**src/design/dag_cfg.svh**
```systemverilog
/*
  Constants for the data address generator: instruction field positions,
  access-area boundaries, pointer reset value and the placement of the
  pointer registers and their operand addresses in the data space.
  Assumes a 12-bit data space shared by general RAM and special registers.
*/
// Overview of operation
// RULE1: Three 12-bit pointer pairs, upper nibble unused.
// RULE2: Plain operand accesses pointer target, no change.
// RULE3: Indirect uses full pointer, ignores bank, access bit.
// RULE4: After-access decrement: use target, then pointer minus one.
// RULE5: After-access increment: use target, then pointer plus one.
// RULE6: Before-access increment: pointer plus one, then use.
// RULE7: Accumulator offset: pointer plus signed accumulator, unchanged.
// RULE8: Steps act on whole pair, carry into high.
// RULE9: Pointer steps never touch arithmetic status flags.
// RULE10: Indirect read of a virtual operand returns zero.
// RULE11: Indirect write to a virtual operand does nothing.
// RULE12: Write via own operand stores without stepping.
// RULE13: Pointers are plain registers; indirect reaches other registers.
// RULE14: Extended set keeps space, map, first two pointers.
// RULE15: Extended, access bit 0, address up to 5Fh: third pointer plus address.
// RULE16: Access bit 0, address 60h up: bank 15 top.
// RULE17: Access bit 1: bank pointer with 8-bit address.
// RULE18: Inherent and literal instructions unaffected by extended set.
// RULE19: Low 96 access locations map to third-pointer window.
// RULE20: Remapping only in indexed mode, bank addressing unchanged.
// RULE21: Opcode: 6-bit operation, destination, access, file address.
// RULE22: Direct: bank plus address, or access area.
// RULE23: Destination bit 1 to file, 0 to accumulator.
// RULE24: Pointer plus offset sums wrap to 12 bits.
`ifndef DAG_CFG_SVH
`define DAG_CFG_SVH

`define ADDR_W          12
`define OPC_OP_HI       15
`define OPC_OP_LO       10
`define OPC_DEST        9
`define OPC_ACCESS      8
`define OPC_FILE_HI     7
`define OPC_FILE_LO     0

`define FILE_INDEX_MAX  8'h5f
`define PAGE_ACCESS_HI  4'hf
`define PAGE_ACCESS_LO  4'h0
`define ZERO_NIBBLE     4'h0
`define ZERO_BYTE       8'h00
`define PTR_RESET       12'h000
`define PTR_STEP        12'h001
`define INDEX_PAIR      2'h2

`define PAIR0_BASE      12'hfef
`define PAIR1_BASE      12'hfe7
`define PAIR2_BASE      12'hfdf
`define OFS_PLAIN       12'h000
`define OFS_AFTER_ACCESS_INCREMENT_OPERAND     12'h001
`define OFS_AFTER_ACCESS_DECREMENT_OPERAND     12'h002
`define OFS_BEFORE_ACCESS_INCREMENT_OPERAND      12'h003
`define OFS_ACCUMULATOR_OFFSET_OPERAND       12'h004
`define OFS_PTR_HI      12'h005
`define OFS_PTR_LO      12'h006

`endif

```
**src/design/dag_pkg.sv**
```systemverilog
/*
  Types shared by the data address generator, its checker, the RAM model and the bench.
  Assumes dag_cfg.svh for the address width.
*/
`include "dag_cfg.svh"
package dag_pkg;

  typedef enum logic [5:0] {
    OP_NONE    = 6'h01,
    OP_PLAIN   = 6'h02,
    OP_AFTER_ACCESS_INCREMENT_OPERAND = 6'h04,
    OP_AFTER_ACCESS_DECREMENT_OPERAND = 6'h08,
    OP_BEFORE_ACCESS_INCREMENT_OPERAND  = 6'h10,
    OP_ACCUMULATOR_OFFSET_OPERAND   = 6'h20
  } opkind_t;

  typedef enum logic [3:0] {
    RD_NONE  = 4'h1,
    RD_RAM   = 4'h2,
    RD_ZERO  = 4'h4,
    RD_LOCAL = 4'h8
  } rdsrc_t;

  typedef struct packed {
    logic        write;
    logic        commit;
    logic [15:0] opcode;
    logic [7:0]  wdata;
  } req_t;

  typedef struct packed {
    logic                re;
    logic                we;
    logic [`ADDR_W-1:0]  addr;
    logic [7:0]          wdata;
  } ram_cmd_t;

  typedef struct packed {
    logic        virt;
    opkind_t     kind;
    logic [1:0]  pair;
    logic        pbyte;
    logic        phigh;
    logic [1:0]  bpair;
  } hit_t;

endpackage

```
**src/design/data_address_generator.sv**
```systemverilog
/*
  Data address generator: forms the data-space address of each operand
  access from the instruction word, the bank pointer and three pointer
  pairs, applies pointer side effects and serves the pointer registers.
  Assumes a data RAM with one cycle of read latency behind ram_cmd_q and
  a decoder that issues at most one request per cycle.
*/
`include "dag_cfg.svh"
module data_address_generator (
  // Clock and reset
  input  wire logic              clk_sys,
  input  wire logic              rstn,
  // Access request from the instruction decoder
  input  wire logic              req_valid,
  input  wire dag_pkg::req_t     req,
  input  wire logic [7:0]        acc_value,
  input  wire logic [3:0]        bank_pointer,
  input  wire logic              extended_instruction_enable,
  // Data RAM and register space
  output dag_pkg::ram_cmd_t      ram_cmd_q,
  input  wire logic [7:0]        ram_rdata,
  // Answers to the decoder
  output logic                   rsp_valid_q,
  output logic [7:0]             rsp_data_q,
  output logic                   acc_we_q,
  output logic [7:0]             acc_wdata_q,
  output logic [5:0]             op_field_q
);

  localparam int PAIRS = 3;

  // Reset release
  logic                  rst_meta_q;
  logic                  rst_n_q;

  // Instruction fields
  logic [7:0]            file_addr;
  logic                  access_bit;
  logic                  dest_bit;
  logic [5:0]            op_field;

  // Address formation
  logic [`ADDR_W-1:0]    ptr_val [PAIRS];
  logic [`ADDR_W-1:0]    direct_addr;
  logic [`ADDR_W-1:0]    sel_ptr;
  logic [`ADDR_W-1:0]    acc_ext;
  logic [`ADDR_W-1:0]    eff_addr;
  dag_pkg::hit_t         hit_dir;
  dag_pkg::hit_t         hit_eff;

  // Access actions
  logic                  to_acc;
  logic                  mem_rd;
  logic                  mem_wr;
  logic                  null_target;
  logic                  local_target;
  logic                  wr_ptr_byte;
  logic                  step_any;
  logic                  step_up;
  logic                  step_kept;
  logic                  ram_go;
  logic [7:0]            local_data;
  logic [PAIRS-1:0]      wr_hi;
  logic [PAIRS-1:0]      wr_lo;
  logic [PAIRS-1:0]      step_en;

  // Read return pipeline
  dag_pkg::rdsrc_t       s1_src_q;
  logic [7:0]            s1_data_q;
  dag_pkg::rdsrc_t       s2_src_q;
  logic [7:0]            s2_data_q;

  // Two-stage release of the asynchronous reset
  always_ff @(posedge clk_sys or negedge rstn) begin
    if (!rstn) begin
      rst_meta_q <= 1'b0;
      rst_n_q    <= 1'b0;
    end else begin
      rst_meta_q <= 1'b1;
      rst_n_q    <= rst_meta_q;
    end
  end

  // Byte-oriented layout: operation, destination, access, file address
  assign op_field   = req.opcode[`OPC_OP_HI:`OPC_OP_LO];        // see RULE21
  assign dest_bit   = req.opcode[`OPC_DEST];                    // see RULE21
  assign access_bit = req.opcode[`OPC_ACCESS];                  // see RULE21
  assign file_addr  = req.opcode[`OPC_FILE_HI:`OPC_FILE_LO];    // see RULE21

  function automatic logic [`ADDR_W-1:0] pair_base(input logic [1:0] n);
    logic [`ADDR_W-1:0] b;
    case (n)
      2'h0:    b = `PAIR0_BASE;
      2'h1:    b = `PAIR1_BASE;
      default: b = `PAIR2_BASE;
    endcase
    return b;
  endfunction

  // Finds which pointer operand or pointer byte an address names
  function automatic dag_pkg::hit_t classify(input logic [`ADDR_W-1:0] addr);
    dag_pkg::hit_t      h;
    logic [`ADDR_W-1:0] b;
    h      = '0;
    h.kind = dag_pkg::OP_NONE;
    for (int n = 0; n < PAIRS; n++) begin
      b = pair_base(n[1:0]);
      if (addr == b - `OFS_PLAIN) begin
        h.virt = 1'b1;
        h.kind = dag_pkg::OP_PLAIN;
        h.pair = n[1:0];
      end else if (addr == b - `OFS_AFTER_ACCESS_INCREMENT_OPERAND) begin
        h.virt = 1'b1;
        h.kind = dag_pkg::OP_AFTER_ACCESS_INCREMENT_OPERAND;
        h.pair = n[1:0];
      end else if (addr == b - `OFS_AFTER_ACCESS_DECREMENT_OPERAND) begin
        h.virt = 1'b1;
        h.kind = dag_pkg::OP_AFTER_ACCESS_DECREMENT_OPERAND;
        h.pair = n[1:0];
      end else if (addr == b - `OFS_BEFORE_ACCESS_INCREMENT_OPERAND) begin
        h.virt = 1'b1;
        h.kind = dag_pkg::OP_BEFORE_ACCESS_INCREMENT_OPERAND;
        h.pair = n[1:0];
      end else if (addr == b - `OFS_ACCUMULATOR_OFFSET_OPERAND) begin
        h.virt = 1'b1;
        h.kind = dag_pkg::OP_ACCUMULATOR_OFFSET_OPERAND;
        h.pair = n[1:0];
      end else if (addr == b - `OFS_PTR_HI) begin
        h.pbyte = 1'b1;
        h.phigh = 1'b1;
        h.bpair = n[1:0];
      end else if (addr == b - `OFS_PTR_LO) begin
        h.pbyte = 1'b1;
        h.phigh = 1'b0;
        h.bpair = n[1:0];
      end
    end
    return h;
  endfunction

  // Operand address as the instruction names it
  always_comb begin
    if (access_bit) begin
      // Bank addressing is never remapped (see RULE17, RULE20, RULE22)
      direct_addr = {bank_pointer, file_addr};
    end else if (extended_instruction_enable && (file_addr <= `FILE_INDEX_MAX)) begin
      // Window over the third pointer; the sum wraps (see RULE15, RULE19, RULE24)
      direct_addr = ptr_val[`INDEX_PAIR] + {`ZERO_NIBBLE, file_addr};
    end else if (file_addr > `FILE_INDEX_MAX) begin
      // Upper access area sits at the top of bank 15 (see RULE16, RULE22)
      direct_addr = {`PAGE_ACCESS_HI, file_addr};
    end else begin
      // Lower access area in bank 0 while the extended set is off (see RULE14)
      direct_addr = {`PAGE_ACCESS_LO, file_addr};
    end
  end

  assign hit_dir = classify(direct_addr);
  assign sel_ptr = ptr_val[hit_dir.pair];
  assign acc_ext = {{4{acc_value[7]}}, acc_value};

  // Indirect target: the pointer, with the accumulator for the offset operand, decides it; bank and access bit play
  // no part once a pointer operand is named (see RULE3)
  always_comb begin
    case (hit_dir.kind)
      dag_pkg::OP_PLAIN:   eff_addr = sel_ptr;                  // see RULE2
      dag_pkg::OP_AFTER_ACCESS_INCREMENT_OPERAND: eff_addr = sel_ptr;                  // see RULE5
      dag_pkg::OP_AFTER_ACCESS_DECREMENT_OPERAND: eff_addr = sel_ptr;                  // see RULE4
      dag_pkg::OP_BEFORE_ACCESS_INCREMENT_OPERAND:  eff_addr = sel_ptr + `PTR_STEP;      // see RULE6
      dag_pkg::OP_ACCUMULATOR_OFFSET_OPERAND:   eff_addr = sel_ptr + acc_ext;        // see RULE7 RULE24
      default:             eff_addr = direct_addr;
    endcase
  end

  assign hit_eff = classify(eff_addr);

  // A pointer aimed at a pointer operand reaches nothing
  assign null_target  = hit_dir.virt && hit_eff.virt;           // see RULE10 RULE11
  // Pointer bytes live here, by direct or indirect access (see RULE13)
  assign local_target = hit_eff.pbyte;

  // Destination 0 sends the result to the accumulator, not to memory
  assign to_acc = req_valid && req.write && !dest_bit;          // see RULE23
  assign mem_wr = req_valid && req.write && dest_bit;           // see RULE23
  assign mem_rd = req_valid && !req.write;

  assign wr_ptr_byte = mem_wr && local_target;
  assign ram_go      = (mem_rd || mem_wr) && !local_target && !null_target;

  // Side effects apply once per instruction, on the committing access unless it writes the accumulator
  assign step_any = req_valid && req.commit && !to_acc &&
                    ((hit_dir.kind == dag_pkg::OP_AFTER_ACCESS_INCREMENT_OPERAND) ||
                     (hit_dir.kind == dag_pkg::OP_AFTER_ACCESS_DECREMENT_OPERAND) ||
                     (hit_dir.kind == dag_pkg::OP_BEFORE_ACCESS_INCREMENT_OPERAND));
  assign step_up  = (hit_dir.kind != dag_pkg::OP_AFTER_ACCESS_DECREMENT_OPERAND);
  // Writing a pair through its own operand drops the step (see RULE12)
  assign step_kept = step_any && !(wr_ptr_byte && (hit_eff.bpair == hit_dir.pair));

  // Pointer byte read; the unused upper nibble reads as zero (see RULE1)
  assign local_data = hit_eff.phigh ?
                      {`ZERO_NIBBLE, ptr_val[hit_eff.bpair][`ADDR_W-1:8]} :
                      ptr_val[hit_eff.bpair][7:0];

  // Pointer pairs; steps never reach any status flag (see RULE9)
  for (genvar n = 0; n < PAIRS; n++) begin : g_pair
    assign wr_hi[n]   = wr_ptr_byte && (hit_eff.bpair == 2'(n)) && hit_eff.phigh;
    assign wr_lo[n]   = wr_ptr_byte && (hit_eff.bpair == 2'(n)) && !hit_eff.phigh;
    assign step_en[n] = step_kept && (hit_dir.pair == 2'(n));   // see RULE4 RULE5 RULE6

    pointer_pair u_pair (
      .clk_sys (clk_sys),
      .rst_n   (rst_n_q),
      .wr_hi   (wr_hi[n]),
      .wr_lo   (wr_lo[n]),
      .wdata   (req.wdata),
      .step_en (step_en[n]),
      .step_up (step_up),
      .value_q (ptr_val[n])                                     // see RULE1
    );
  end

  // Command to the data RAM and register space
  always_ff @(posedge clk_sys or negedge rst_n_q) begin
    if (!rst_n_q) begin
      ram_cmd_q <= '0;
    end else begin
      ram_cmd_q.re    <= ram_go && mem_rd;
      // Null targets and pointer bytes never reach the RAM (see RULE11)
      ram_cmd_q.we    <= ram_go && mem_wr;
      ram_cmd_q.addr  <= ram_go ? eff_addr : ram_cmd_q.addr;
      ram_cmd_q.wdata <= (ram_go && mem_wr) ? req.wdata : ram_cmd_q.wdata;
    end
  end

  // Source of the read answer, first stage
  always_ff @(posedge clk_sys or negedge rst_n_q) begin
    if (!rst_n_q) begin
      s1_src_q  <= dag_pkg::RD_NONE;
      s1_data_q <= `ZERO_BYTE;
    end else if (!mem_rd) begin
      s1_src_q  <= dag_pkg::RD_NONE;
    end else if (null_target) begin
      s1_src_q  <= dag_pkg::RD_ZERO;                            // see RULE10
    end else if (local_target) begin
      s1_src_q  <= dag_pkg::RD_LOCAL;
      s1_data_q <= local_data;                                  // see RULE13
    end else begin
      s1_src_q  <= dag_pkg::RD_RAM;
    end
  end

  // Second stage, aligned with the RAM read data
  always_ff @(posedge clk_sys or negedge rst_n_q) begin
    if (!rst_n_q) begin
      s2_src_q  <= dag_pkg::RD_NONE;
      s2_data_q <= `ZERO_BYTE;
    end else begin
      s2_src_q  <= s1_src_q;
      s2_data_q <= s1_data_q;
    end
  end

  // Read answer to the decoder
  always_ff @(posedge clk_sys or negedge rst_n_q) begin
    if (!rst_n_q) begin
      rsp_valid_q <= 1'b0;
      rsp_data_q  <= `ZERO_BYTE;
    end else begin
      rsp_valid_q <= (s2_src_q != dag_pkg::RD_NONE);
      case (s2_src_q)
        dag_pkg::RD_RAM:   rsp_data_q <= ram_rdata;
        dag_pkg::RD_ZERO:  rsp_data_q <= `ZERO_BYTE;            // see RULE10
        dag_pkg::RD_LOCAL: rsp_data_q <= s2_data_q;
        default:           rsp_data_q <= rsp_data_q;
      endcase
    end
  end

  // Results with destination 0 go back to the accumulator
  always_ff @(posedge clk_sys or negedge rst_n_q) begin
    if (!rst_n_q) begin
      acc_we_q    <= 1'b0;
      acc_wdata_q <= `ZERO_BYTE;
    end else begin
      acc_we_q <= to_acc;                                       // see RULE23
      if (to_acc) begin
        acc_wdata_q <= req.wdata;
      end
    end
  end

  // Operation field handed back with each accepted request
  always_ff @(posedge clk_sys or negedge rst_n_q) begin
    if (!rst_n_q) begin
      op_field_q <= '0;
    end else if (req_valid) begin
      op_field_q <= op_field;                                   // see RULE21
    end
  end

  // Inherent and literal instructions never issue a request here, so the
  // extended set cannot alter them (see RULE18)

endmodule

```
**src/design/pointer_pair.sv**
```systemverilog
/*
  One 12-bit pointer pair with byte writes and whole-pair stepping.
  Assumes the caller never asks for a byte write and a step it wants
  kept in the same cycle; the byte write wins.
*/
`include "dag_cfg.svh"
module pointer_pair (
  // Clock and reset
  input  wire logic              clk_sys,
  input  wire logic              rst_n,
  // Byte writes
  input  wire logic              wr_hi,
  input  wire logic              wr_lo,
  input  wire logic [7:0]        wdata,
  // Automatic step
  input  wire logic              step_en,
  input  wire logic              step_up,
  // Current value
  output logic [`ADDR_W-1:0]     value_q
);

  always_ff @(posedge clk_sys or negedge rst_n) begin
    if (!rst_n) begin
      value_q <= `PTR_RESET;
    end else if (wr_hi || wr_lo) begin
      // Stored value is kept as written, no step applied (see RULE12)
      if (wr_hi) begin
        value_q[`ADDR_W-1:8] <= wdata[3:0];       // see RULE1
      end
      if (wr_lo) begin
        value_q[7:0] <= wdata;
      end
    end else if (step_en) begin
      // Whole-pair arithmetic so the low byte carries into the high (see RULE8)
      if (step_up) begin
        value_q <= value_q + `PTR_STEP;
      end else begin
        value_q <= value_q - `PTR_STEP;
      end
    end
  end

endmodule

```
**config.mk**
```make
export PLATFORM = sky130hd
export DESIGN_NAME = data_address_generator
export DESIGN_NICKNAME = d
export VERILOG_FILES = /design/src/design/dag_pkg.sv /design/src/design/data_address_generator.sv /design/src/design/pointer_pair.sv
export VERILOG_INCLUDE_DIRS = /design/src /design/src/design
export SDC_FILE = /design/constraint.sdc
export NUM_CORES = 1
export LEC_CHECK = 0
export ABC_AREA = 1
export BUFFER_PORTS_ARGS = -buffer_cell sky130_fd_sc_hd__clkbuf_2
export CORE_UTILIZATION = 65
export DETAILED_ROUTE_END_ITERATION = 16
export PLACE_DENSITY = 0.87
export SYNTH_ARGS = -nofsm -noshare
export SYNTH_HDL_FRONTEND = slang
export SYNTH_SLANG_ARGS = --single-unit
```
**constraint.sdc**
```tcl
create_clock -name clk_sys -period 6.5 [get_ports clk_sys]
set_clock_uncertainty 0.15 [all_clocks]
set_input_delay 0.325 -clock clk_sys [delete_from_list [all_inputs] [get_ports clk_sys]]
set_output_delay 0.325 -clock clk_sys [all_outputs]
set_load 0.05 [all_outputs]
```
=== Word level (Yosys, flattened, before mapping) ===
Cells that the tools add are included.

* Flip-flop bits (word level): 108
* Input port bits: 50
* Output and inout bits: 46
* Word-level logic and storage cells: 230

* $add $sub $neg: 9
* $lt $le $gt $ge: 4
* Equality and inequality tests: 57
* Multiplexer cells: 81
* Bitwise gates (word level): 3
* Reduce and logical (&&, ||, !) cells: 55

{| class="wikitable"
|+ Operator list
! operator !! count
|-
| $eq 12x12->1 const B || 36
|-
| $mux 9 || 30
|-
| $mux 12 || 16
|-
| $mux 4 || 27
|-
| $add 12x1->12 const B || 4
|-
| $bmux 12 s2 || 2
|-
| $pmux 12 s3 || 1
|-
| $sub 12x1->12 const B || 3
|-
| $mux 8 || 4
|-
| $logic_and 1x1->1 || 28
|-
| $pmux 8 s3 || 1
|-
| $add 12x12->12 || 1
|-
| $add 12x8->12 || 1
|-
| $ne 2x1->1 const B || 6
|-
| $reduce_and 2->1 || 6
|-
| $gt 8x7->1 const B || 1
|-
| $le 8x7->1 const B || 1
|-
| $logic_not 1->1 || 7
|-
| $eq 6x2->1 const B || 1
|-
| $eq 6x3->1 const B || 1
|-
| $eq 6x4->1 const B || 1
|-
| $eq 6x5->1 const B || 1
|-
| $eq 6x6->1 const B || 1
|-
| $ge 3x3->1 const B || 2
|-
| 16 further kinds || 27
|}

=== Depth between registers and ports, before layout ===
Gate-level depths: netlist of run 1.

* Depth in word-level cells: 55
* Depth in mapped cells: 51
* Gate-level depth less buffers: 49

=== Cells and area by module ===
Synthesis of run 1 repeated with hierarchy kept, for this count alone.

* Cells, all modules: 1498
* Area, all modules: 9689.3 µm²

{| class="wikitable"
|+ Modules (own cells, without submodules)
! module !! times used !! cells an instance !! area each (µm²) !! sequential area each (µm²)
|-
| data_address_generator || 1 || 922 || 6067.1 || 1804.2
|-
| pointer_pair || 3 || 192 || 1207.4 || 300.3
|}

=== Worst setup path after synthesis of run 1 ===
No wires, ideal clock.

* Kind: register -> register
* Start point: register g_pair[2].u_pair.value_q[0]
* End point: register g_pair[0].u_pair.value_q[11]
* Library setup time: 117 ps
* Arrival time: 5608 ps
* Required time: 6233 ps
* Slack: 625 ps
* Cell stages (with the launch flop): 36
* Path buffers: 0
* Period minus slack after synthesis: 5875 ps
* Cells stage by stage: dfrtp_1 ha_1 inv_1 fa_1 inv_1 nand3_1 nand2_1 nand2_1 nand2_1 nand2_1 nand3_1 nand2_1 inv_2 nand2_2 inv_1 nand2_2 nor2_4 nand2_2 o211ai_1 ha_1 a21oi_1 nand2_1 a21oi_1 inv_1 a21oi_1 inv_1 a21oi_1 or2_2 inv_1 o21a_1 nor2_1 xor2_1 xor2_1 o21ai_1 nand2_1 nand2_1

* Word-level cells in the longest chain between the ends: 53
* Elaborated cells on any way between the ends: 111
* Those cells by class: 3 x add/sub; 44 x eq/ne; 45 x mux; 1 x bitwise; 18 x reduce/logical

{| class="wikitable"
|+ Ends and longest elaborated chain
! item !! line !! text
|-
| start: declaration || pointer_pair.sv:19 || <nowiki>output logic [`ADDR_W-1:0] value_q</nowiki>
|-
| start signal: assignment || pointer_pair.sv:24 || <nowiki>value_q <= `PTR_RESET;</nowiki>
|-
| start signal: indexed assignment || pointer_pair.sv:28 || <nowiki>value_q[`ADDR_W-1:8] <= wdata[3:0];</nowiki>
|-
| start signal: assignment || pointer_pair.sv:31 || <nowiki>value_q[7:0] <= wdata;</nowiki>
|-
| $add 12x8->12 || data_address_generator.sv:148 || <nowiki>direct_addr = ptr_val[`INDEX_PAIR] + {`ZERO_NIBBLE, file_addr};</nowiki>
|-
| $mux 12 || data_address_generator.sv:146 || <nowiki>end else if (extended_instruction_enable && (file_addr <= `FILE_INDEX_MAX)) begin</nowiki>
|-
| $mux 12 || data_address_generator.sv:143 || <nowiki>if (access_bit) begin</nowiki>
|-
| $eq 12x12->1 (no line) || n/a ||
|-
| $mux 9 || data_address_generator.sv:120 || <nowiki>end else if (addr == b - `OFS_BEFORE_ACCESS_INCREMENT_OPERAND) begin</nowiki>
|-
| $mux 9 || data_address_generator.sv:116 || <nowiki>end else if (addr == b - `OFS_AFTER_ACCESS_DECREMENT_OPERAND) begin</nowiki>
|-
| $mux 9 || data_address_generator.sv:112 || <nowiki>end else if (addr == b - `OFS_AFTER_ACCESS_INCREMENT_OPERAND) begin</nowiki>
|-
| $mux 9 || data_address_generator.sv:108 || <nowiki>if (addr == b - `OFS_PLAIN) begin</nowiki>
|-
| [... 37 more ...] || n/a ||
|-
| $mux 4 || data_address_generator.sv:108 ||
|-
| $logic_and 1x1->1 || data_address_generator.sv:187 || <nowiki>assign wr_ptr_byte = mem_wr && local_target;</nowiki>
|-
| $logic_and 1x1->1 || data_address_generator.sv:197 || <nowiki>assign step_kept = step_any && !(wr_ptr_byte && (hit_eff.bpair == hit_dir.pair));</nowiki>
|-
| $logic_not 1->1 || data_address_generator.sv:197 ||
|-
| $logic_and 1x1->1 || data_address_generator.sv:197 ||
|-
| $logic_and 1x1->1 || data_address_generator.sv:208 || <nowiki>assign step_en[n] = step_kept && (hit_dir.pair == 2'(n));</nowiki>
|-
| $reduce_bool 2->1 (no line) || n/a ||
|-
| $reduce_and 2->1 (no line) || n/a ||
|-
| end signal: assignment || pointer_pair.sv:24 ||
|-
| end signal: indexed assignment || pointer_pair.sv:28 ||
|-
| end signal: assignment || pointer_pair.sv:36 || <nowiki>value_q <= value_q + `PTR_STEP;</nowiki>
|-
| end: declaration || pointer_pair.sv:19 ||
|}

Parallel ways exist; a longest one is shown, timed or not. The select of a mux whose other input is x is not followed.
A chain may end at the register's enable or synchronous reset.

=== Worst setup path in the final report of run 1 ===
* Start point: register g_pair[2].u_pair.value_q[0]
* End point: register ram_cmd_q[7] in the netlist's numbering

* Word-level cells in the longest chain between the ends: 50
* Elaborated cells on any way between the ends: 109
* Those cells by class: 3 x add/sub; 41 x eq/ne; 57 x mux; 1 x bitwise; 7 x reduce/logical

{| class="wikitable"
|+ Ends and longest elaborated chain
! item !! line !! text
|-
| $add 12x8->12 || data_address_generator.sv:148 ||
|-
| $mux 12 || data_address_generator.sv:146 ||
|-
| $mux 12 || data_address_generator.sv:143 ||
|-
| $eq 12x12->1 (no line) || n/a ||
|-
| $mux 9 || data_address_generator.sv:120 ||
|-
| $mux 9 || data_address_generator.sv:116 ||
|-
| $mux 9 || data_address_generator.sv:112 ||
|-
| $mux 9 || data_address_generator.sv:108 ||
|-
| [... 34 more ...] || n/a ||
|-
| $mux 4 || data_address_generator.sv:120 ||
|-
| $mux 4 || data_address_generator.sv:116 ||
|-
| $mux 4 || data_address_generator.sv:112 ||
|-
| $mux 4 || data_address_generator.sv:108 ||
|-
| $logic_not 1->1 || data_address_generator.sv:188 || <nowiki>assign ram_go = (mem_rd || mem_wr) && !local_target && !null_target;</nowiki>
|-
| $logic_and 1x1->1 || data_address_generator.sv:188 ||
|-
| $logic_and 1x1->1 (*) || data_address_generator.sv:188 ||
|-
| $logic_and 1x1->1 (*) || data_address_generator.sv:231 || <nowiki>ram_cmd_q.wdata <= (ram_go && mem_wr) ? req.wdata : ram_cmd_q.wdata;</nowiki>
|-
| end: declaration || data_address_generator.sv:20 || <nowiki>output dag_pkg::ram_cmd_t ram_cmd_q,</nowiki>
|}

Mark *: on every way between the ends. The rest lies on a longest branch, timed or not. The select of a mux whose other input is x is not followed.

==> results.md, run 1 <==
- Status: complete, no violations
- Width of the chip: 120 um
- Filler cells: 1,005
- Number of diodes: 0
- Clock Tree Buf Depth: 2
- Distinct cells, synth: 57
- Final GP Congestion: 0.996
- Vias after detailed routing: 9,508
- Avg Cell Area, Syn: 6.97 um^2
- Fin. max-slew vios: 0
- Hold path start: req[20]
- Power density over the cells: 167 nW/um^2
- Fin. Hold Viols: 0
- Hold Path Class: input pin to register
- CTS sink cnt: 108
- WP data required: 6.60 ns
- Synth Instances: 1,302
- Top post-synthesis cells by area: dfrtp_1 29%, nand2_1 16%, ha_1 6.8%
- R2R Setup Slk: 0.14 ns
- Total grt overflow: 0
- RR Startpoint: g_pair[2].u_pair.value_q[0]
- Critical Path Fanout Max: 17
- Overall power: 1780 uW
- Final nets: 1,556
- # setup viols final: 0
- # H-tree levels: 3
- Commonest non-fill, non-tap cells in the layout: 375 x nand2_1, 139 x inv_1, 117 x nand3_1, 105 x dfrtp_1, 101 x nor2_1
- DRC errors left: 0
- TritonRoute pass-1 iters: 7
- Worst Tran Pin Value: 0.864 ns
- Number of port buffers: 95
- CP Capture Type: register
- Share of layout cells above drive strength 1: 23.3%
- Largest net degree at the start of global routing: 68
- Number of max-cap violations: 0
- TritonCTS clock tree: built
- Worst rel slew slack: 42.4%
- Dpl hpwl: 20.3 mm
- First-pass GRT wire length: 42.3 mm
- #FFs+latches synth: 108
- Cell chosen for the clock root: clkbuf_16
- Worst path top cell family by delay: simple AND/OR/NAND/NOR gates
- Finished Layout Cells: 1,633
- WP data arrival: 6.46 ns
- Critical path buffer and inverter count: 5
- Num ports: 96
- CTS Buf Count: 9
- Cells after DPL: 1,572
- R2r endpoint: ram_cmd_q[7]
- Startpoint Class: register
- Synthesized Nets: 1,406
- Synth Warn #: 0
- Area grow syn2layout: 17.3%
- Post-Route WL: 27.3 mm
- DIE AREA: 14,400 um^2
- Clock latency of the later-clocked register in the worst-skew pair: 0.36 ns
- Drt wl/cell: 16.7 um
- Chip height: 120 um
- Most common cell after layout, fill and taps aside: nand2_1
- Period minus WS final: 6.36 ns
- Iteration-0 DRC Markers: 1,019
- F_max: 157 MHz
- Top FF cell, synth: dfrtp_1
- CP Class: register to register
- CP dominant cell by count: nand2_1
- Vias in the first global route: 8,510
- FFs w/ async S/R, synth: 100%
- Initial Util: 67.5%
- Rows: 42
- Post-synth top area cell: dfrtp_1
- Worst vdd ir: 0.171 mV
- Seq/Total Area, Yosys: 29.8%
- Vias per std cell: 5.82
- Register-to-Register Path Depth: 41
- Period utilization: 97.9%
- Detail Route Antenna Nets: 0
- Hold path depth: 3
- Hold EP: op_field_q[2]
- Clk slew on worst S/H paths: 0.08 ns
- Slowest library cell on the worst path: dfrtp_1
- Gr usage total: 37.4%
- Leakage: 0.00572 uW
- Post-synth EDFFs: 0
- CP peak stage delay: 0.44 ns
- Core area: 13,500 um^2
- Synth top area share: 29.2%
- Cell area after synthesis: 9080 um^2
- Initial antenna violation count: 0
-- worst register-to-register path: cells and delay by family (launching register included) --
family | cells | cell delay (ns)
flip-flops | 1 | 0.44
buffers and inverters | 5 | 0.56
AND/OR/NAND/NOR | 26 | 3.15
AO/OA/AOI/OAI | 5 | 0.64
adder cells (fa/ha/maj) | 4 | 1.15
XOR/XNOR | 1 | 0.17
-- state kept, by name, indices dropped and copies added, names as in the netlist --
signal                 flops
acc_we_q                   1
s2_data_q                  8
s2_src_q                   4
g_pair.u_pair.value_q     36
rst_meta_q                 1
op_field_q                 6
s1_data_q                  8
s1_src_q                   4
rsp_valid_q                1
rsp_data_q                 8
acc_wdata_q                8
rst_n_q                    1
ram_cmd_q                 22
-- metal layers --
metal | up-vias | global-route usage, % | share of wire (%)
li1 | 4516 | - | -
met1 | 4337 | 49.8 | 40
met2 | 537 | 59.5 | 47
met3 | 118 | 6.99 | 9.2
met4 | 0 | 15.5 | 4.2
met5 | - | 0 | 0
-- power breakdown --
part	leakage, uW	switching [uW]	total, uW	internal (uW)
clock network	0.000148	286	559	274
registers	0.00134	30.5	751	720
logic	0.00424	347	465	118
-- area by class of cell --
cell class	instances	area (um^2)	share of cell area (%)
multi-input combinational	1005	5750	54.0
sequential	108	2710	25.4
timing repair buffer	160	1020	9.54
inverter	168	649	6.10
clock buffer	9	225	2.11
tap	176	220	2.07
clock inverter	7	78.8	0.740
-- cells by family after synthesis --
group / after synthesis / synth area share, %
flops: 108 / 29.8
compound gates: 169 / 10.8
buf+inv: 191 / 9.07
fa+ha+maj: 54 / 7.86
simple gates: 744 / 39.1
xor+xnor: 35 / 3.38
other cells: 1 / 0.0413
-- synth_stat cells (all sizes together), types with 2 or more instances --
cell	instances
a211oi	2
a21boi	2
a21o	2
a21oi	52
a31oi	8
and2	8
buf	19
clkbuf	4
clkinv	4
dfrtp	106
dfstp	2
fa	5
ha	49
inv	164
nand2	420
nand3	135
nand3b	9
nand4	21
nor2	132
nor3	7
o211ai	7
o21ai	86
o21bai	3
o22ai	3
or2	11
xnor2	12
xor2	23
-- per-stage QoR --
stage	hold slack, ns	TNS, ns	util, %	worst slack, ns	cell area [um^2]
after floorplan	-0.121	0	-	0.625	9080
after global placement	-0.0389	0	72.5	0.0882	9760
after detailed placement	-0.0344	-0.719	72.5	-0.0667	9760
after CTS	0.00532	0	75.2	0.0200	10100
after global routing	0.0325	-3.67	79.2	-0.143	10700
final	0.00541	0	79.2	0.137	10700
-- timing repair --
action / 4_1_cts / 5_1_grt
buffers inserted: 3 / 38
resized for setup: 3 / 52
endpoints found under the setup margin: 26 / 68
hold endpoints to repair: 3 / 0
hold buffers: 2 / 0
gates cloned: 0 / 2
pin swaps: 0 / 33
-- how the worst max path moves through the flow --
stage / from / endpoint / slack (ns) / cells after the start
detailed placement: req[8] / g_pair[0].u_pair.value_q[4] / -0.07 / 43
finish: g_pair[2].u_pair.value_q[0] / ram_cmd_q[7] / 0.14 / 41
global placement: req[8] / g_pair[0].u_pair.value_q[0] / 0.09 / 43
floorplan: g_pair[2].u_pair.value_q[0] / g_pair[0].u_pair.value_q[11] / 0.63 / 35
CTS: g_pair[2].u_pair.value_q[0] / s1_data_q[1] / 0.02 / 41
global route: g_pair[2].u_pair.value_q[0] / ram_cmd_q[7] / -0.14 / 45
Note: power is estimated with default switching activity, not from simulation.
==> run 2, diff against run 1 <==
--- a/config.mk
+++ b/config.mk
@@ -8,9 +8,11 @@
 export LEC_CHECK = 0
 export ABC_AREA = 1
 export BUFFER_PORTS_ARGS = -buffer_cell sky130_fd_sc_hd__clkbuf_2
-export CORE_UTILIZATION = 65
+export CORE_UTILIZATION = 61
 export DETAILED_ROUTE_END_ITERATION = 16
-export PLACE_DENSITY = 0.87
+export HOLD_SLACK_MARGIN = 0.03
+export PLACE_DENSITY = 0.82
+export SKIP_LAST_GASP = 1
 export SYNTH_ARGS = -nofsm -noshare
 export SYNTH_HDL_FRONTEND = slang
 export SYNTH_SLANG_ARGS = --single-unit
==> constraint.sdc (replaced) <==
create_clock -name clk_sys -period 5.9 [get_ports clk_sys]
set_clock_uncertainty 0.15 [all_clocks]
set_input_delay 0.295 -clock clk_sys [delete_from_list [all_inputs] [get_ports clk_sys]]
set_output_delay 0.295 -clock clk_sys [all_outputs]
set_load 0.05 [all_outputs]
==> run 2 against run 1 <==
The run now ends with setup timing left; die area is 6.5% higher; design area is 12% higher; count of clock-buffer cells in the layout is 1 higher.
==> results.md, run 2 (synthesis gave the netlist of run 1 again) <==
- Status: finished with violations
- Violated checks: setup timing
- Final hold slack: 0.0326 ns (+0.0272 ns)
- Chip height: 124 um (+3.2%)
- Cell-internal power: 1290 uW (+16%)
- Slowest library cell on the worst path: dfrtp_1
- Clk slew on worst S/H paths: 0.08 ns (about the same)
- Num ports: 96 (unchanged)
- Register-to-Register Path Depth: 42 (+2.4%)
- Initial Util: 62.4% (-5.0 points)
- Comb power frac: 27.7% (+1.5 points)
- First-pass GRT wire length: 42.5 mm (+0.44%)
- Clock latency of the later-clocked register in the worst-skew pair: 0.37 ns (about the same)
- Core area: 14,500 um^2 (+8.0%)
- Largest net degree at the start of global routing: 65 (-4.4%)
- # setup viols final: 33 (+33)
- Hold EP: rsp_data_q[5]
- CP Capture Type: register
- Total grt overflow: 0 (unchanged)
- Cell chosen for the clock root: clkbuf_16
- Initial antenna violation count: 0 (unchanged)
- WP data required: 6.00 ns (-0.60 ns)
- CP dominant cell by count: nand2_2
- Vias in the first global route: 8,472 (-0.45%)
- Filler cells: 946 (-5.9%)
- Worst Tran Pin Value: 0.815 ns (-0.0492 ns)
- Hold path start: ram_rdata[5]
- Post-route setup slack: -0.285 ns (-0.422 ns)
- Post-route cell area: 11,900 um^2 (+12%)
- Hold path depth: 3 (unchanged)
- DIE AREA: 15,400 um^2 (+6.5%)
- Clock power share: 31.8% (+0.3 points)
- Width of the chip: 124 um (+3.2%)
- Max reg flops: 36 (unchanged)
- Final GP Congestion: 1.03 (+3.2%)
- Vias after detailed routing: 9,948 (+4.6%)
- TritonCTS clock tree: built
- Number of max-cap violations: 0 (unchanged)
- Detail Route Antenna Nets: 0 (unchanged)
- Unrepaired setup endpoints after global routing: yes
- Post-Route WL: 30.2 mm (+10%)
- Number of diodes: 0 (unchanged)
- Most common cell after layout, fill and taps aside: nand2_1
- Iteration-0 DRC Markers: 986 (-3.2%)
- Power density over the cells: 171 nW/um^2 (+2.6%)
- Switch Pwr: 750 uW (+13%)
- CP Class: register to register
- Top reg by flops: g_pair.u_pair.value_q
- Gr usage total: 36.3% (-1.0 points)
- TritonRoute pass-1 iters: 5 (-2)
- CP peak stage delay: 0.40 ns (-0.04 ns)
- # H-tree levels: 3 (unchanged)
- Fin. max-slew vios: 0 (unchanged)
- Share of layout cells above drive strength 1: 33.2% (+9.9 points)
- Hold Path Class: input pin to register
- Startpoint Class: register
- Period minus WS final: 6.19 ns (-0.178 ns)
- Rows: 44 (+4.8%)
- Setup tns final: -3.60 ns (-3.60 ns)
- R2R Setup Slk: -0.29 ns (-0.42 ns)
- RR Startpoint: g_pair[2].u_pair.value_q[0]
- Vias per std cell: 5.82 (about the same)
- Switching share of power: 36.7% (-0.66 points)
- Area grow syn2layout: 31.6%
- Period utilization: 105% (+6.9 points)
- F_max: 162 MHz (+2.9%)
- DRC errors left: 0 (unchanged)
- Critical Path Fanout Max: 6 (-11)
- Fin. Hold Viols: 0 (unchanged)
- Top Registers: g_pair.u_pair.value_q x36, ram_cmd_q x22
- Dpl hpwl: 20.8 mm (+2.2%)
- CTS sink cnt: 108 (unchanged)
- WP data arrival: 6.28 ns (-0.18 ns)
- Leakage: 0.00628 uW (+9.7%)
- R2r endpoint: ram_cmd_q[12]
- Worst vdd ir: 0.148 mV (-14%)
- Instance area at placement: 10,300 um^2 (+5.4%)
- Commonest non-fill, non-tap cells in the layout: 334 x nand2_1, 134 x inv_1, 105 x dfrtp_1, 95 x clkbuf_2
- Final nets: 1,624 (+4.4%)
- Worst rel slew slack: 45.7% (+3.3 points)
- Number of port buffers: 95 (unchanged)
- Final core utilization: 82.2% (+3.0 points)
- Drt wl/cell: 17.6 um (+5.4%)
- Part of the power in registers: 40.6% (-1.7 points)
- CTS Buf Count: 9 (unchanged)
- Pre-CTS setup slack: -0.150 ns (-0.0829 ns)
- Clock Tree Buf Depth: 2 (unchanged)
==> run 2: power groups by stage <==
| stage | Sequential [uW] | Combinational [uW] | Clock, uW |
|---|---|---|---|
| after floorplan | 1020 | 181 | 0 |
| after global placement | 839 | 493 | 0 |
| after detailed placement | 842 | 500 | 0 |
| after CTS | 828 | 518 | 644 |
| after global routing | 839 | 609 | 674 |
| final | 829 | 566 | 649 |
==> run 2: metal layers <==
metal / vias up / global-route usage [%] / wire, um
met5: - / 0 / 0
met4: 0 / 13.8 / 1420
met3: 137 / 5.77 / 2720
met2: 562 / 59.7 / 14300
met1: 4589 / 48.0 / 11800
li1: 4660 / - / -
==> run 2: worst max-delay path by stage <==
stage | slack, ns | endpoint | from
after floorplan | 0.03 | g_pair[0].u_pair.value_q[11] | g_pair[2].u_pair.value_q[0]
after global placement | -0.009 | g_pair[1].u_pair.value_q[5] | req[8]
after detailed placement | -0.15 | g_pair[1].u_pair.value_q[7] | req[8]
after CTS | 0.007 | ram_cmd_q[18] | g_pair[2].u_pair.value_q[0]
after global routing | -0.64 | ram_cmd_q[18] | g_pair[2].u_pair.value_q[0]
final | -0.29 | ram_cmd_q[12] | g_pair[2].u_pair.value_q[0]
==> run 2: area by class of cell <==
| type | count | area (um^2) | share of cell area, % |
|---|---|---|---|
| multi-input cells | 1006 | 6330 | 53.0 |
| flip-flops and latches | 108 | 2710 | 22.7 |
| repair buffers | 227 | 1710 | 14.3 |
| inverters | 168 | 653 | 5.47 |
| well taps | 184 | 230 | 1.93 |
| clock buffers | 10 | 229 | 1.92 |
| clock inverters | 6 | 83.8 | 0.702 |
==> run 2: metrics by stage <==
| step | cells | power [uW] |
|---|---|---|
| floorplan | 1302 | 1200 |
| global placement | 1639 | 1330 |
| detailed placement | 1639 | 1340 |
| CTS | 1679 | 1990 |
| global route | 1709 | 2120 |
| finish | 1709 | 2040 |
==> run 2: repair_timing <==
action | 4_1_cts | 5_1_grt
hold endpoints to repair | 9 | 0
buffers inserted | 12 | 26
hold buffers | 9 | 0
pin swaps | 12 | 110
cloned | 3 | 6
endpoints found under the setup margin | 64 | 69
resized for setup | 25 | 217
==> run 2: critical path, delay by kind of cell (launching register included) <==
family | cells | cell delay, ns
adders and majority gates | 3 | 0.80
DFF | 1 | 0.40
buffers and inverters | 7 | 0.87
and+or+nand+nor | 27 | 3.24
AOI/OAI and AO/OA | 5 | 0.57
